[src/core/ts_cfg.svh]
// offsets, field codes, reset values and timing counts of the timestamp counter
`ifndef TS_CFG_SVH
`define TS_CFG_SVH
// register indices; the byte address is four times the index
`define CMD_IDX 16'hB798
`define TOD_IDX 16'hB7B6
`define DATE_IDX 16'hB7B7
`define LIMIT_IDX 16'hB7C5
`define STATUS_IDX 16'hB7F0
`define CNT_LO_IDX 16'hB7F1
`define CNT_HI_IDX 16'hB7F2
// command register codes
`define CLEAR_BIT 0
`define AWAIT_BIT 3
`define MODE_MASK 32'h0000_00F6
`define CMD_MASK 32'h0000_0009
`define MODE_OFF 8'h00
`define MODE_STD 8'h02
`define MODE_START 8'h04
`define SRC_FULL 4'h1
`define SRC_RISE 4'h2
`define SRC_FALL 4'h4
`define SRC_LSB 8
// reset values
`define CMD_RST 32'h0000_0000
`define LIMIT_RST 32'h0000_03E8
// timing
`define MS_NS 1000000
`define CLK_NS 10
`endif

[src/core/ts_pkg.sv]
// types shared by the timestamp counter
`default_nettype none
package ts_pkg;
    // wait-for-edge sequencer
    typedef enum logic [1:0] {
        ST_IDLE = 2'b00,
        ST_AWAIT = 2'b01
    } state_t;
    // host wall clock words presented to the block
    typedef struct packed {
        logic [31:0] date;
        logic [31:0] tod;
    } host_clock_t;
    // status bits readable by software
    typedef struct packed {
        logic loaded;
        logic failed;
        logic waiting;
    } status_t;
endpackage : ts_pkg
`default_nettype wire

[src/core/timestamp_counter_modes.sv]
// timestamp counter with command, start and reference-clock reset modes
//
// The implementer's own choice: register access over Wishbone.
`timescale 1ns/1ps
`default_nettype none
`include "ts_cfg.svh"
module timestamp_counter_modes
    import ts_pkg::*;
#(
    parameter int CNT_W = 64,
    parameter int LOW_W = 32,
    parameter int MS_CYCLES = `MS_NS / `CLK_NS
) (
    input wire logic clk_i,
    input wire logic rst_i,
    input wire logic cyc_i,
    input wire logic stb_i,
    input wire logic we_i,
    input wire logic [17:0] adr_i,
    input wire logic [3:0] sel_i,
    input wire logic [31:0] dat_i,
    output logic [31:0] dat_o,
    output logic ack_o,
    input wire logic ref_clk_i,
    input wire logic card_start_i,
    input wire logic clk_running_i,
    input wire host_clock_t host_clock_i,
    output logic [CNT_W-1:0] stamp_o
);
    // ------------------------------------------------------------
    // register bus decode
    // ------------------------------------------------------------
    logic req; // access in progress and not yet answered
    logic wr; // write strobe in the acknowledged cycle
    logic [15:0] idx; // word index of the access
    logic [31:0] cmd_q; // stored mode and source, command bits masked
    logic [31:0] tod_q; // captured time of day
    logic [31:0] date_q; // captured date
    logic [31:0] limit_q; // wait limit in milliseconds
    logic loaded_q; // mode has been written
    logic failed_q; // last edge wait timed out
    state_t state_q; // edge wait sequencer
    logic [CNT_W-1:0] counter_q; // the timestamp counter
    logic [63:0] cnt64; // counter widened for readback
    status_t status; // status word fields

    assign req = cyc_i && stb_i && !ack_o;
    // a write lands at the edge where the master samples ack high
    assign wr = cyc_i && stb_i && we_i && ack_o;
    assign idx = adr_i[17:2];
    assign cnt64 = 64'(counter_q);
    assign status = '{loaded: loaded_q, failed: failed_q, waiting: (state_q == ST_AWAIT)};

    // byte-lane merge of a write
    function automatic logic [31:0] merge(input logic [31:0] old, input logic [31:0] nw,
                                          input logic [3:0] sel);
        logic [31:0] res;
        res = old;
        for (int b = 0; b < 4; b++) begin
            if (sel[b]) begin
                res[8*b +: 8] = nw[8*b +: 8];
            end
        end
        return res;
    endfunction : merge

    // ------------------------------------------------------------
    // command decode
    // ------------------------------------------------------------
    logic cmd_wr; // write to the command register
    logic [31:0] cmd_val; // written command word after lane merge
    logic is_cmd; // write carries a reset code
    logic [7:0] mode; // current mode code
    logic [3:0] src; // current source code
    logic split; // split counting selected
    logic ready; // commands may act on the counters
    logic clear_go; // counters are cleared this cycle
    logic await_go; // clear then wait for an edge

    assign cmd_wr = wr && (idx == `CMD_IDX);
    assign cmd_val = merge(cmd_q, dat_i, sel_i);
    assign is_cmd = |(cmd_val & `CMD_MASK);
    assign mode = cmd_q[7:0] & 8'(`MODE_MASK);
    assign src = cmd_q[`SRC_LSB +: 4];
    assign split = (src == `SRC_RISE) || (src == `SRC_FALL);
    assign ready = clk_running_i && loaded_q && (mode == `MODE_STD);
    assign clear_go = cmd_wr && is_cmd && ready && (state_q == ST_IDLE);
    assign await_go = clear_go && cmd_val[`AWAIT_BIT];

    // ------------------------------------------------------------
    // reference clock synchroniser and edge detect
    // ------------------------------------------------------------
    logic ref_meta_q; // first stage, read by the second stage and by AST_SYNC
    logic ref_sync_q; // second stage
    logic ref_old_q; // previous synchronised level
    logic ref_edge; // selected edge seen

    // two flops then one more for the edge
    always_ff @(posedge clk_i) begin
        if (rst_i) begin
            ref_meta_q <= 1'b0;
            ref_sync_q <= 1'b0;
            ref_old_q <= 1'b0;
        end else begin
            ref_meta_q <= ref_clk_i;
            ref_sync_q <= ref_meta_q;
            ref_old_q <= ref_sync_q;
        end
    end

    // falling code picks the falling edge, otherwise rising
    assign ref_edge = (src == `SRC_FALL) ? (ref_old_q && !ref_sync_q)
                                         : (!ref_old_q && ref_sync_q);

    // ------------------------------------------------------------
    // timestamp counter
    // ------------------------------------------------------------
    // clears take priority, then the selected counting scheme
    always_ff @(posedge clk_i) begin
        if (rst_i) begin
            counter_q <= '0;
        end else if (mode == `MODE_OFF) begin
            counter_q <= '0;
        end else if (clear_go) begin
            counter_q <= '0;
        end else if ((mode == `MODE_START) && card_start_i) begin
            counter_q <= '0;
        end else if (split && ref_edge) begin
            // upper advances, lower restarts the period
            counter_q[CNT_W-1:LOW_W] <= counter_q[CNT_W-1:LOW_W] + 1'b1;
            counter_q[LOW_W-1:0] <= '0;
        end else if (split) begin
            counter_q[LOW_W-1:0] <= counter_q[LOW_W-1:0] + 1'b1;
        end else begin
            counter_q <= counter_q + 1'b1;
        end
    end

    assign stamp_o = counter_q;

    // ------------------------------------------------------------
    // edge wait with millisecond limit
    // ------------------------------------------------------------
    logic [$clog2(MS_CYCLES+1)-1:0] tick_q; // cycles within the current millisecond
    logic [31:0] ms_q; // whole milliseconds waited
    logic expired; // wait limit reached
    logic capture; // store host clock now

    assign expired = (ms_q >= limit_q);
    assign capture = (clear_go && !await_go) || ((state_q == ST_AWAIT) && ref_edge);

    // sequencer and millisecond timer
    always_ff @(posedge clk_i) begin
        if (rst_i) begin
            state_q <= ST_IDLE;
            tick_q <= '0;
            ms_q <= '0;
            failed_q <= 1'b0;
        end else begin
            unique case (state_q)
                ST_IDLE: begin
                    tick_q <= '0;
                    ms_q <= '0;
                    if (await_go) begin
                        state_q <= ST_AWAIT;
                        failed_q <= 1'b0;
                    end else if (clear_go) begin
                        failed_q <= 1'b0;
                    end
                end
                ST_AWAIT: begin
                    if (ref_edge) begin
                        state_q <= ST_IDLE;
                    end else if (expired) begin
                        state_q <= ST_IDLE;
                        failed_q <= 1'b1;
                    end else if (32'(tick_q) == MS_CYCLES - 1) begin
                        tick_q <= '0;
                        ms_q <= ms_q + 32'h0000_0001;
                    end else begin
                        tick_q <= tick_q + 1'b1;
                    end
                end
            endcase
        end
    end

    // ------------------------------------------------------------
    // configuration and captured words
    // ------------------------------------------------------------
    // mode write stores the word, a command write leaves it
    always_ff @(posedge clk_i) begin
        if (rst_i) begin
            cmd_q <= `CMD_RST;
            loaded_q <= 1'b0;
        end else if (cmd_wr && !is_cmd) begin
            cmd_q <= cmd_val & ~`CMD_MASK;
            loaded_q <= 1'b1;
        end
    end

    // captured host words; hardware capture wins over a software write
    always_ff @(posedge clk_i) begin
        if (rst_i) begin
            tod_q <= 32'h0000_0000;
            date_q <= 32'h0000_0000;
        end else if (capture) begin
            tod_q <= {8'h00, host_clock_i.tod[23:0]};
            date_q <= host_clock_i.date;
        end else begin
            if (wr && (idx == `TOD_IDX)) begin
                tod_q <= merge(tod_q, dat_i, sel_i);
            end
            if (wr && (idx == `DATE_IDX)) begin
                date_q <= merge(date_q, dat_i, sel_i);
            end
        end
    end

    // wait limit register
    always_ff @(posedge clk_i) begin
        if (rst_i) begin
            limit_q <= `LIMIT_RST;
        end else if (wr && (idx == `LIMIT_IDX)) begin
            limit_q <= merge(limit_q, dat_i, sel_i);
        end
    end

    // ------------------------------------------------------------
    // bus answer
    // ------------------------------------------------------------
    // one-cycle ack, read data registered with it, unmapped reads zero
    always_ff @(posedge clk_i) begin
        if (rst_i) begin
            ack_o <= 1'b0;
            dat_o <= 32'h0000_0000;
        end else begin
            ack_o <= req;
            dat_o <= 32'h0000_0000;
            if (req && !we_i) begin
                unique case (idx)
                    `CMD_IDX: dat_o <= cmd_q;
                    `TOD_IDX: dat_o <= tod_q;
                    `DATE_IDX: dat_o <= date_q;
                    `LIMIT_IDX: dat_o <= limit_q;
                    `STATUS_IDX: dat_o <= {29'h0, status};
                    `CNT_LO_IDX: dat_o <= cnt64[31:0];
                    `CNT_HI_IDX: dat_o <= cnt64[63:32];
                    default: dat_o <= 32'h0000_0000;
                endcase
            end
        end
    end
endmodule : timestamp_counter_modes
`default_nettype wire

[config.mk]
export PLATFORM = sky130hd
export DESIGN_NAME = timestamp_counter_modes
export DESIGN_NICKNAME = d
export VERILOG_FILES = /design/src/core/ts_pkg.sv /design/src/core/timestamp_counter_modes.sv
export VERILOG_INCLUDE_DIRS = /design/src /design/src/core
export SDC_FILE = /design/constraint.sdc
export NUM_CORES = 1
export LEC_CHECK = 0
export ABC_CLOCK_PERIOD_IN_PS = 6600
export BUFFER_PORTS_ARGS = -buffer_cell sky130_fd_sc_hd__buf_4
export CAP_MARGIN = 20
export CELL_PAD_IN_SITES_DETAIL_PLACEMENT = 1
export CELL_PAD_IN_SITES_GLOBAL_PLACEMENT = 1
export CORE_MARGIN = 8
export CORE_UTILIZATION = 35
export DETAILED_ROUTE_END_ITERATION = 7
export PLACE_DENSITY_LB_ADDON = 0.05
export SYNTH_ARGS = -nofsm -noshare
export SYNTH_HDL_FRONTEND = slang
export SYNTH_SLANG_ARGS = --single-unit
export TNS_END_PERCENT = 5
[constraint.sdc]
create_clock -name clk_i -period 6.6 [get_ports clk_i]
set_input_delay 1.65 -clock clk_i [delete_from_list [all_inputs] [get_ports clk_i]]
set_output_delay 1.65 -clock clk_i [all_outputs]
set_load 0.03 [all_outputs]
Word-level counts from Yosys, hierarchy flattened
Index checks and enable logic that the tools add are counted.
{"block": "classes", "mux": 31, "bitwise": 1, "add_sub_neg": 5, "n_reduce_logical": 63, "n_lt_le_gt_ge": 1, "n_eq_ne": 21}
{"cell": "2-to-1 mux 32 bit", "n": 7}
{"cell": "one-hot mux 32 bit (7 select lines)", "n": 1}
{"cell": "equality test 16 bit (second input constant)", "n": 7}
{"cell": "adder 32 x 1 -> 32 bit (second input constant)", "n": 3}
{"cell": "adder 64 x 1 -> 64 bit (second input constant)", "n": 1}
{"cell": "2-to-1 mux 64 bit", "n": 1}
{"cell": "one-hot mux 32 bit (2 select lines)", "n": 1}
{"cell": "2-to-1 mux 17 bit", "n": 3}
{"cell": "2-to-1 mux 24 bit", "n": 2}
{"cell": "AND reduction 2 bit", "n": 18}
{"cell": "one-hot mux 17 bit (2 select lines)", "n": 1}
{"cell": "greater-or-equal comparator 32 bit", "n": 1}
{"cell": "2-to-1 mux 8 bit", "n": 4}
{"cell": "logical AND 1 bit", "n": 22}
{"cell": "adder 17 x 1 -> 17 bit (second input constant)", "n": 1}
{"cell": "equality test 17 bit (second input constant)", "n": 1}
{"cell": "nonzero test 2 bit", "n": 6}
{"cell": "zero test 8 bit", "n": 1}
{"cell": "equality test 6 x 1 -> 1 bit (second input constant)", "n": 1}
{"cell": "equality test 6 x 2 -> 1 bit (second input constant)", "n": 1}
{"cell": "zero test 1 bit", "n": 6}
{"cell": "2-to-1 mux 2 bit", "n": 3}
{"cell": "!= test 2 x 1 -> 1 bit (second input constant)", "n": 3}
{"cell": "!= test 2 bit (second input constant)", "n": 3}
{"cell": "other kinds (16)", "n": 24}
{"block": "totals", "inputBits": 126, "wordCells": 150, "regBits": 279}

Logic depth before layout (Yosys ltp)
Gate-level depths: netlist (run 1).
{"block": "logic_depth", "depth_word": 13, "mapped_depth": 11, "depth_no_buf": 9}

Least setup slack after synthesis (run 1)
OpenSTA, ideal clock, no wires.
{"block": "synth_path", "kind": "in2reg", "from": "input adr_i[3]", "to": "register date_q[11]", "t_arrival_ns": 3.511, "setup_ns": 0.091, "setup_slack_ns": 2.998, "stages": 10, "t_required_ns": 6.509, "path_cell_list": "buf_2 -> nor4_1 -> nand4_1 -> nor4_2 -> a22o_1 -> buf_4 -> a21o_1 -> buf_4 -> nor2_1 -> a311oi_1"}
{"block": "synth_between", "elab_chain_cells": 11, "word_cells_on_any_way": 15, "classes_between": "eq/ne (2); mux (1); reduce/logical (12)"}
{"item": "start, declared", "line_no": "timestamp_counter_modes.sv:19", "source": "input wire logic [17:0] adr_i,"}
{"item": "equality test 16 bit"}
{"item": "logical AND 1 bit", "line_no": "timestamp_counter_modes.sv:80", "source": "assign cmd_wr = wr && (idx == `CMD_IDX);"}
{"item": "logical AND 1 bit (3 in series)", "line_no": "timestamp_counter_modes.sv:87", "source": "assign clear_go = cmd_wr && is_cmd && ready && (state_q == ST_IDLE);"}
{"item": "logical AND 1 bit", "line_no": "timestamp_counter_modes.sv:88", "source": "assign await_go = clear_go && cmd_val[`AWAIT_BIT];"}
{"item": "zero test 1 bit", "line_no": "timestamp_counter_modes.sv:150", "source": "assign capture = (clear_go && !await_go) || ((state_q == ST_AWAIT) && ref_edge);"}
{"item": "logical AND 1 bit", "line_no": "timestamp_counter_modes.sv:150"}
{"item": "logical OR 1 bit", "line_no": "timestamp_counter_modes.sv:150"}
{"item": "nonzero test 2 bit (no line)"}
{"item": "AND reduction 2 bit (no line)"}
{"item": "end signal, assigned", "line_no": "timestamp_counter_modes.sv:209", "source": "date_q <= host_clock_i.date;"}
{"item": "end signal, assigned", "line_no": "timestamp_counter_modes.sv:215", "source": "date_q <= merge(date_q, dat_i, sel_i);"}
{"item": "end, declared", "line_no": "timestamp_counter_modes.sv:38", "source": "logic [31:0] date_q;"}
Parallel ways exist; a longest one is shown, timed or not.
A chain may end at the register's enable or synchronous reset.

Worst setup path after layout (run 1)
{"block": "layout_path", "from": "input adr_i[2]", "to": "register dat_o[14]"}
{"block": "layout_between", "elab_chain_cells": 2, "word_cells_on_any_way": 8, "classes_between": "eq/ne (7); mux (1)"}
{"item": "equality test 16 bit", "line_no": "timestamp_counter_modes.sv:241", "source": "unique case (idx)"}
{"item": "one-hot mux 32 bit (7 select lines) *", "line_no": "timestamp_counter_modes.sv:241"}
{"item": "end signal, assigned", "line_no": "timestamp_counter_modes.sv:242", "source": "`CMD_IDX: dat_o <= cmd_q;"}
{"item": "end signal, assigned", "line_no": "timestamp_counter_modes.sv:243", "source": "`TOD_IDX: dat_o <= tod_q;"}
{"item": "end signal, assigned", "line_no": "timestamp_counter_modes.sv:244", "source": "`DATE_IDX: dat_o <= date_q;"}
{"item": "end, declared", "line_no": "timestamp_counter_modes.sv:22", "source": "output logic [31:0] dat_o,"}
Every way passes the cells marked *; elsewhere a longest branch is shown, timed or not.

==> key figures, run 1 <==
Clocking
  – TritonCTS Buffers: 35
  – Hold Buf Count CTS: 0
  – Max H-tree Level: 2
  – Clock latency at the later pin of the worst-skew pair: 0.52 ns
  – Post-CTS Setup Repair Bufs: 0
  – TritonCTS Sinks: 278
  – Post-CTS sizing: 0
  – Max Buffers Root-to-Sink: 3
  – CTS tree: done
  – Worst-path clk slew: approximately 0.06 ns
  – Root buffer cell: clkbuf_16

Yosys
  – Area share of fa/ha/maj cells after synthesis: ~3.4%
  – Largest family of logic cells by synthesized area: simple AND/OR/NAND/NOR gates
  – Post-Synth Simple-Gate Area: 24.8%
  – Mux share of post-synthesis cell area: 6.64%
  – Top cells by area, synth: dfxtp_1, nand2_1, nor2_1
  – Post-synth EDFFs: 0
  – Leading area contributor after synthesis: dfxtp_1
  – Post-Syn Area: 0.0134 mm2
  – Compound-cell area share of the yosys netlist: 14.4%
  – Mapped Nets: 1,744
  – Synth Register Bits: approximately 280
  – Syn avg cell area: about 8.5 um2
  – Yosys top cell area share: between 40% and 50%
  – Async SR Flop Fraction: 0%
  – YS warnings: 0
  – Main synth FF type: dfxtp_1
  – Sequential-to-total area share from yosys stat: approximately two fifths
  – Post-Synthesis Cells: 1,582
  – XOR/XNOR Fraction of Synth Area: 4.64%
  – Synth cell types: approximately 70

Placement
  – GP Congestion: roughly 0.80
  – Port Buffer Count: 212
  – Cell Count Post-Placement: 2,229
  – HPWL after DPL: 37,400 um

STA
  – Max_slew headroom: 23.7%
  – Minimum clock period: about 4.2 ns
  – RSZ-0062 raised after global routing: false
  – Slew @ Worst Pin: 1.14 ns
  – Hold slack final: 0.451 ns
  – Sum Neg Setup Slack: 0 ns
  – Max Slew Vio Count: 0
  – Setup Skew: approximately 0.0096 ns
  – Final period util: 63.4%
  – Hold Vio Cnt, Final: 0
  – Setup Viol. Count Final: 0
  – Fmax: 239 MHz

Worst setup path
  – CP Launch Type: input port
  – Critical R2R Capture: tick_q[6]
  – R2R Setup Slk: 2.88 ns
  – Critical path fanouts, max: 44
  – Worst R2R Start: limit_q[15]
  – Worst reg-to-reg path cell count: 9
  – Critical path type: in2reg
  – Data required, critical path: 6.99 ns
  – Worst Setup End Kind: flop
  – Crit path arrival time: 4.58 ns

Final layout
  – Fillers: 4,499
  – Most frequent cells in the layout: dfxtp_1, buf_4, nand2_1
  – Commonest non-fill, non-tap cell in the layout: dfxtp_1
  – Layout area overhead: 23.3%
  – Layout cell share with drive strength beyond 1: 19.1%
  – Antenna Diode Count: 0
  – Fin nets: 1,918
  – Final non-filler cell total: 2,288

Global routing
  – Initial antenna violation count: 0
  – First-pass GRT wire length: 77,000 um
  – Vias in the first global route: between 10k and 15k
  – Total grt overflow: 0
  – GRT Util Overall: 21.7%
  – Largest net degree at the start of global routing: 98

Route
  – Via count of the routed design: 12.5k
  – Vias per cell: 5.46
  – Initial drt markers: 708
  – WL final: 49,600 um
  – DRC violations left: 0
  – First-pass DRT Iterations: 8
  – WL/cell: 21.7 um
  – Antenna viol nets, final: 0

Floorplanning
  – Rows: 71
  – Die Ht: 212 um
  – Die width: approximately 210 um
  – Boundary Pins: 223
  – Initial core utilization: a little over a third
  – Std-Cell Core Area: 0.0377 mm2
  – Total die area: 0.0448 mm2

Power and ir drop
  – Power Density: 223 mW/mm2
  – Pleak: 0.00586 uW
  – VDD IR max: approximately 0.19 mV

Flow run
  – Max Cap Viol: 0

Worst hold path
  – Hold EP: tod_q[29]
  – HP Start: tod_q[29]
  – WHS Path Cells: 2
  – Hold/Removal Path Class: reg2reg

Outcome
  – Status: complete, no violations
-- synth_stat cells, drive strengths merged (2+ instances only) --
| cell | count |
|---|---|
| nand3b | 3 |
| nor4 | 17 |
| xnor2 | 34 |
| o21a | 5 |
| or2 | 3 |
| a22oi | 3 |
| nand4b | 3 |
| nor3 | 21 |
| a21oi | 71 |
| a211oi | 3 |
| and4b | 2 |
| nand3 | 48 |
| and4 | 13 |
| a31oi | 31 |
| inv | 56 |
| and3 | 32 |
| or3 | 20 |
| nand2 | 225 |
| nor4b | 5 |
| a21o | 6 |
| and2 | 16 |
| a222oi | 30 |
| dfxtp | 278 |
| a41o | 2 |
| mux2i | 53 |
| clkbuf | 67 |
| o21ai | 34 |
| or4 | 8 |
| buf | 27 |
| xor2 | 37 |
| a31o | 7 |
| nor2 | 213 |
| a311oi | 57 |
| nand4 | 44 |
| a211o | 6 |
| ha | 36 |
| o31ai | 5 |
| mux2 | 32 |
| nor2b | 8 |
| nand2b | 7 |
-- area by class of cell --
type / count / area [um2] / area share [%]
Tap cell: 511 / 639 / 3.87
Multi-Input combinational cell: 1154 / 7250 / 43.9
Clock inverter: 6 / 105 / 0.636
Timing Repair Buffer: 231 / 1750 / 10.6
Clock buffer: 52 / 1000 / 6.06
Sequential cell: 278 / 5570 / 33.7
Inverter: 56 / 210 / 1.27
-- power by group --
group | switching (uW) | internal [uW]
logic | 59.1 | 54.2
registers | 0.516 | 1680
clock network | 735 | 1160
-- flip-flops by register name (all words and copies together), names as in the netlist --
signal	count
stamp_o	64
dat_o	32
date_q	32
limit_q	32
ms_q	32
tod_q	32
cmd_q	30
tick_q	17
ack_o	1
failed_q	1
loaded_q	1
ref_meta_q	1
ref_old_q	1
ref_sync_q	1
state_q	1
-- worst max path at each step --
stage               startpoint     endpoint  slack, ns  depth (start not counted)
CTS                   adr_i[2]    date_q[0]       2.42                          9
detailed placement    adr_i[2]  limit_q[28]       1.93                          8
global route          adr_i[2]    date_q[0]       2.20                          9
floorplan             adr_i[3]   date_q[11]       3.00                         10
global placement      adr_i[2]  limit_q[24]       1.90                          8
finish                adr_i[2]    dat_o[14]       2.42                          7
-- cell families after synthesis --
logic type	after synthesis
compound gates	270
buf+inv	150
flops	278
xor+xnor	71
simple gates	692
mux	85
fa+ha+maj	36
-- per-layer routing --
| layer | global-route usage (%) | vias to the layer above | share of wire (%) | routed length (um) |
|---|---|---|---|---|
| li1 | - | 6015 | - | - |
| met1 | 28.4 | 6191 | 45 | 22500 |
| met2 | 37.4 | 228 | 49 | 24200 |
| met3 | 2.87 | 64 | 3.9 | 1920 |
| met4 | 5.34 | 0 | 2.0 | 999 |
| met5 | 0 | - | 0 | 0 |
-- through the flow --
step	total power, uW	worst slack, ns	area [um2]	util [%]
after detailed placement	1830	1.93	15400	40.9
after floorplan	1750	3.00	13400	-
after CTS	3740	2.42	16500	43.9
final	3690	2.42	16500	43.9
after global routing	3820	2.20	16500	43.9
after global placement	1830	1.90	15400	40.9
-- critical path, cell delays in order --
cell      delay [ns]
buf_4           0.31
nor4_1          0.39
nand4_1         0.29
nor2_2          0.94
buf_4           0.37
a222oi_1        0.19
a31oi_1         0.41
(Power assumes the default switching activity.)
==> run 2: changes to the inputs <==
--- a/config.mk
+++ b/config.mk
@@ -6,7 +6,7 @@
 export SDC_FILE = /design/constraint.sdc
 export NUM_CORES = 1
 export LEC_CHECK = 0
-export ABC_CLOCK_PERIOD_IN_PS = 6600
+export ABC_CLOCK_PERIOD_IN_PS = 4000
 export BUFFER_PORTS_ARGS = -buffer_cell sky130_fd_sc_hd__buf_4
 export CAP_MARGIN = 20
 export CELL_PAD_IN_SITES_DETAIL_PLACEMENT = 1
==> constraint.sdc (replaced) <==
create_clock -name clk_i -period 4 [get_ports clk_i]
set_input_delay 1 -clock clk_i [delete_from_list [all_inputs] [get_ports clk_i]]
set_output_delay 1 -clock clk_i [all_outputs]
set_load 0.03 [all_outputs]
==> run 2 against run 1 <==
Non-clock buffer count is 24 higher. Sequential cell count unchanged. Global-route usage grew 0.37 points. Combinational power is 70% higher. Power grew 66%. Critical endpoint is now ms_q[26]. Worst hold slack gained 0.0010 ns. Via count rose by 0.74%.
==> key figures, run 2 (same netlist as run 1, synthesis figures left out) <==
Placement
  – GP Congestion: 0.811 (+1.7%)
  – HPWL after DPL: 38,200 um (+2.1%)
  – Port Buffer Count: 212 (unchanged)

Worst setup path
  – Crit path arrival time: 3.88 ns (-0.70 ns)
  – Data required, critical path: 4.46 ns (-2.53 ns)
  – Critical path fanouts, max: 14 (-68%)
  – Worst Setup End Kind: flop
  – Worst reg-to-reg path cell count: 9 (unchanged)
  – CP Launch Type: flop
  – R2R Setup Slk: 0.58 ns (-2.30 ns)
  – Critical path type: reg2reg

Route
  – Metal3 WL: 2070 um (+8.2%)
  – WL/cell: 22.0 um (+1.3%)
  – Antenna viol nets, final: 0 (unchanged)
  – DRC violations left: 0 (unchanged)
  – Initial drt markers: 776 (+9.6%)
  – Via count of the routed design: 12.6k (+0.74%)
  – Top Metal Used: met4
  – First-pass DRT Iterations: 7 (-1)
  – Metal2 WL: 23,900 um (-0.87%)
  – WL final: 50,900 um (+2.5%)
  – Vias per cell: 5.44 (-0.40%)
  – DRT met1 WL: 23,000 um (+2.0%)

Clocking
  – Worst-path clk slew: 0.06 ns (about the same)
  – Post-CTS Setup Repair Bufs: 0 (unchanged)
  – Max H-tree Level: 2 (unchanged)
  – Root buffer cell: clkbuf_16
  – Hold Buf Count CTS: 0 (unchanged)
  – CTS tree: done
  – Max Buffers Root-to-Sink: 3 (unchanged)
  – TritonCTS Buffers: 35 (unchanged)
  – Clock latency at the later pin of the worst-skew pair: 0.53 ns (about the same)
  – Post-CTS sizing: 0 (unchanged)
  – TritonCTS Sinks: 278 (unchanged)

Power and ir drop
  – Sequential power share: 45.2% (-0.3 points)
  – Psw: 1350 uW (+70%)
  – VDD IR max: 0.267 mV (+43%)
  – Clock Power Share: 51.7% (+0.3 points)
  – Int Power: 4780 uW (+65%)
  – Sw Ratio: 22.0% (+0.47 points)
  – Pleak: 0.00600 uW (+2.4%)
  – Power Density: 366 mW/mm2 (+64%)
  – Logic gate share of total power: 3.1% (about the same)

Global routing
  – GRT Util Overall: 22.1% (+0.37 points)
  – First-pass GRT wire length: 77,900 um (+1.2%)
  – Vias in the first global route: 13.0k (+0.69%)
  – Initial antenna violation count: 0 (unchanged)
  – Total grt overflow: 0 (unchanged)
  – Largest net degree at the start of global routing: 95 (-3.1%)

Final layout
  – Fin util: 44.5% (+0.59 points)
  – Layout cell share with drive strength beyond 1: 20.5% (+1.3 points)
  – Most frequent cells in the layout: dfxtp_1, buf_4, nand2_1
  – Fin nets: 1,942 (+1.3%)
  – Largest register FFs: 64 (unchanged)
  – Commonest non-fill, non-tap cell in the layout: dfxtp_1
  – Antenna Diode Count: 0 (unchanged)
  – Layout area overhead: 24.9%

Floorplanning
  – Die Ht: 212 um (unchanged)
  – Die width: 212 um (unchanged)
  – Std-Cell Core Area: 0.0377 mm2 (unchanged)
  – Rows: 71 (unchanged)
  – Boundary Pins: 223 (unchanged)
  – Total die area: 0.0448 mm2 (unchanged)
  – Initial core utilization: 35.6% (unchanged)

Outcome
  – Status: complete, no violations

STA
  – Slew @ Worst Pin: 1.08 ns (-0.0613 ns)
  – Setup Skew: 0.0252 ns (+0.0157 ns)
  – Hold Vio Cnt, Final: 0 (unchanged)
  – Setup Viol. Count Final: 0 (unchanged)
  – Max_slew headroom: 27.9% (+4.2 points)
  – Final period util: between 80 and 90%
  – Fmax: ~300 MHz
  – RSZ-0062 raised after global routing: false
  – Max Slew Vio Count: 0 (unchanged)
  – Minimum clock period: roughly 3.4 ns
  – Sum Neg Setup Slack: 0 ns (unchanged)

Worst hold path
  – Hold/Removal Path Class: reg2reg
  – WHS Path Cells: 2 (unchanged)

Flow run
  – Max Cap Viol: 0 (unchanged)
## run 2: final timing paths
kind / end / from
max reg2reg: ms_q[26] / limit_q[21]
min: tod_q[24] / tod_q[24]
min reg2reg: tod_q[24] / tod_q[24]
max: ms_q[26] / limit_q[21]
## run 2: stage by stage
step	hold slack (ns)	std cells	power, uW	setup slack [ns]	area (um2)
final	0.452	2314	6130	0.585	16800
after global routing	0.479	2314	6330	0.380	16800
after CTS	0.453	2314	6220	0.661	16800
after detailed placement	0.445	2254	3020	0.478	15600
after global placement	0.435	2254	3020	0.593	15600
after floorplan	0.414	1582	2890	1.05	13400
## run 2: per-layer routing
| layer | global-route usage (%) | up-vias |
|---|---|---|
| met5 | 0 | - |
| met4 | 8.36 | 0 |
| met3 | 3.48 | 76 |
| met2 | 36.7 | 244 |
| met1 | 28.5 | 6213 |
| li1 | - | 6057 |
## run 2: power by group through the flow
| stage | registers (uW) | clock network, uW | logic [uW] |
|---|---|---|---|
| final | 2770 | 3170 | 192 |
| after global routing | 2770 | 3360 | 204 |
| after CTS | 2770 | 3250 | 193 |
| after detailed placement | 2830 | 0 | 192 |
| after global placement | 2830 | 0 | 189 |
| after floorplan | 2830 | 0 | 55.5 |
## run 2: critical path: stages, from the launching register on
cell	delay [ns]
dfxtp_1	0.38
inv_1	0.09
ha_1	0.31
a21oi_1	0.13
o21ai_0	0.14
a221oi_2	0.52
and4_1	0.47
nand3_1	0.49
or4_1	0.66
a21oi_1	0.15
## run 2: layout make-up
| class | count | area, um2 |
|---|---|---|
| clock buffer | 56 | 1090 |
| clock inverter | 4 | 60.1 |
| fill | 4458 | 20900 |
| inverter | 56 | 210 |
| multi-input combinational | 1154 | 7240 |
| sequential | 278 | 5570 |
| tap | 511 | 639 |
| timing repair buffer | 255 | 1950 |
==> run 3: changes to the inputs <==
--- a/config.mk
+++ b/config.mk
@@ -11,7 +11,6 @@
 export CAP_MARGIN = 20
 export CELL_PAD_IN_SITES_DETAIL_PLACEMENT = 1
 export CELL_PAD_IN_SITES_GLOBAL_PLACEMENT = 1
-export CORE_MARGIN = 8
 export CORE_UTILIZATION = 35
 export DETAILED_ROUTE_END_ITERATION = 7
 export PLACE_DENSITY_LB_ADDON = 0.05
==> run 3 against run 2 <==
Wire length is 3.5% lower. Final area fell by 1.1%. Clock skew fell by 0.015 ns. Register-to-register slack hardly changed.
==> key figures, run 3 (same netlist as run 1, synthesis figures left out) <==
Worst hold path
  – Hold EP: tod_q[27]
  – Hold/Removal Path Class: reg2reg
  – WHS Path Cells: 2 (unchanged)
  – HP Start: tod_q[27]

Power and ir drop
  – Power Density: 348 mW/mm2 (-5.0%)
  – VDD IR max: 0.296 mV (+11%)
  – Pleak: 0.00593 uW (-1.3%)

Placement
  – Port Buffer Count: 212 (unchanged)
  – GP Congestion: 0.806 (-0.65%)
  – HPWL after DPL: 36,400 um (-4.7%)

Route
  – Antenna viol nets, final: 0 (unchanged)
  – WL final: 49,100 um (-3.5%)
  – First-pass DRT Iterations: 5 (-2)
  – Via count of the routed design: 12.6k (-0.32%)
  – Vias per cell: 5.43 (-0.23%)
  – Initial drt markers: 692 (-11%)
  – DRC violations left: 0 (unchanged)
  – WL/cell: 21.2 um (-3.4%)

Worst setup path
  – Critical path type: reg2reg
  – Worst Setup End Kind: flop
  – CP Launch Type: flop
  – Crit path arrival time: 3.92 ns (+0.04 ns)
  – Critical R2R Capture: ms_q[26]
  – R2R Setup Slk: 0.58 ns (about the same)
  – Worst reg-to-reg path cell count: 9 (unchanged)
  – Worst R2R Start: limit_q[21]
  – Data required, critical path: 4.50 ns (+0.04 ns)
  – Critical path fanouts, max: 14 (unchanged)

Clocking
  – Max Buffers Root-to-Sink: 3 (unchanged)
  – Hold Buf Count CTS: 0 (unchanged)
  – CTS tree: done
  – TritonCTS Sinks: 278 (unchanged)
  – Post-CTS Setup Repair Bufs: 0 (unchanged)
  – Worst-path clk slew: 0.06 ns (about the same)
  – Post-CTS sizing: 0 (unchanged)
  – Clock latency at the later pin of the worst-skew pair: 0.58 ns (+0.05 ns)
  – Max H-tree Level: 1 (-1)
  – Root buffer cell: clkbuf_16
  – TritonCTS Buffers: 31 (-11%)

STA
  – Sum Neg Setup Slack: 0 ns (unchanged)
  – Hold Vio Cnt, Final: 0 (unchanged)
  – Slew @ Worst Pin: 1.07 ns (-0.0133 ns)
  – Fmax: 292 MHz (-0.16%)
  – Max Slew Vio Count: 0 (unchanged)
  – Minimum clock period: 3.42 ns (+0.00540 ns)
  – Max_slew headroom: 28.8% (+0.89 points)
  – Setup Skew: 0.0107 ns (-0.0146 ns)
  – Final period util: 85.5% (+0.13 points)
  – Hold slack final: 0.453 ns (+0.000486 ns)
  – RSZ-0062 raised after global routing: false
  – Setup Viol. Count Final: 0 (unchanged)

Floorplanning
  – Total die area: 0.0391 mm2 (-13%)
  – Rows: 71 (unchanged)
  – Boundary Pins: 223 (unchanged)
  – Die width: 198 um (-6.6%)
  – Die Ht: 198 um (-6.6%)
  – Initial core utilization: 35.6% (unchanged)
  – Std-Cell Core Area: 0.0377 mm2 (unchanged)

Global routing
  – Total grt overflow: 0 (unchanged)
  – First-pass GRT wire length: 75,400 um (-3.3%)
  – Vias in the first global route: 12.8k (-1.3%)
  – Initial antenna violation count: 1 (+1)
  – Largest net degree at the start of global routing: 96 (+1.1%)
  – GRT Util Overall: 25.0% (+2.9 points)

Final layout
  – Largest register FFs: 64 (unchanged)
  – Reg area: 0.00557 mm2 (unchanged)
  – Area of the multi-input gates: 0.00724 mm2 (unchanged)
  – Commonest non-fill, non-tap cell in the layout: dfxtp_1
  – Fin nets: 1,939 (-0.15%)
  – Antenna Diode Count: 0 (unchanged)
  – Most frequent cells in the layout: dfxtp_1, buf_4, nand2_1
  – Layout area overhead: 23.6%
  – Fillers: 4,545 (+2.0%)
  – Layout cell share with drive strength beyond 1: 20.3% (-0.14 points)

Flow run
  – Max Cap Viol: 0 (unchanged)

Outcome
  – Status: complete, no violations
-- run 3: cell types whose count changed in the layout (fill, tap and decap cells not counted), moves of 2 or more --
cell	previous run	this run
clkbuf_16	36	31
clkinv_2	1	5
buf_4	252	255
buf_12	3	1
-- run 3: metal layers --
metal	vias up	global-route usage [%]	share of wire, %
met5	-	0	0
li1	6053	-	-
met4	0	6.66	2.6
met3	54	2.76	3.4
met1	6213	33.1	46
met2	230	42.8	48
-- run 3: layout make-up --
cell class	instances	area share, %
sequential	278	33.6
clock buffer	51	5.74
timing repair buffer	256	11.7
multi-input combinational	1154	43.7
tap	511	3.86
clock inverter	6	0.204
inverter	56	1.27
-- run 3: power by group --
group          switching, uW  leakage [uW]  internal [uW]
clock network           1200      0.000490           1610
registers              0.862       0.00224           2770
logic                   99.3       0.00320           90.6
total                   1300       0.00593           4470
-- run 3: how the worst max path moves through the flow --
stage,startpoint,to,slack (ns),depth (start not counted)
after CTS,limit_q[21],ms_q[26],0.60,9
after global routing,limit_q[21],ms_q[26],0.34,9
final,limit_q[21],ms_q[26],0.58,9
after detailed placement,adr_i[13],limit_q[21],0.49,8
after global placement,adr_i[13],limit_q[3],0.50,8
after floorplan,adr_i[3],date_q[11],1.05,10
-- run 3: through the flow --
step	utilization [%]	std cells	area [um2]	total power [uW]	worst slack [ns]
after floorplan	-	1582	13400	2890	1.05
after global placement	41.4	2254	15600	3020	0.502
after detailed placement	41.4	2254	15600	3020	0.487
after CTS	44.0	2311	16600	5820	0.602
after global routing	44.0	2312	16600	5940	0.343
final	44.0	2312	16600	5760	0.579
-- run 3: worst max-delay path, cell delays in order (launching register included) --
cell	delay, ns
dfxtp_1	0.38
inv_1	0.09
ha_1	0.31
a21oi_1	0.12
o21ai_0	0.11
a221oi_2	0.55
and4_1	0.47
nand3_1	0.50
or4_1	0.66
a21oi_1	0.14
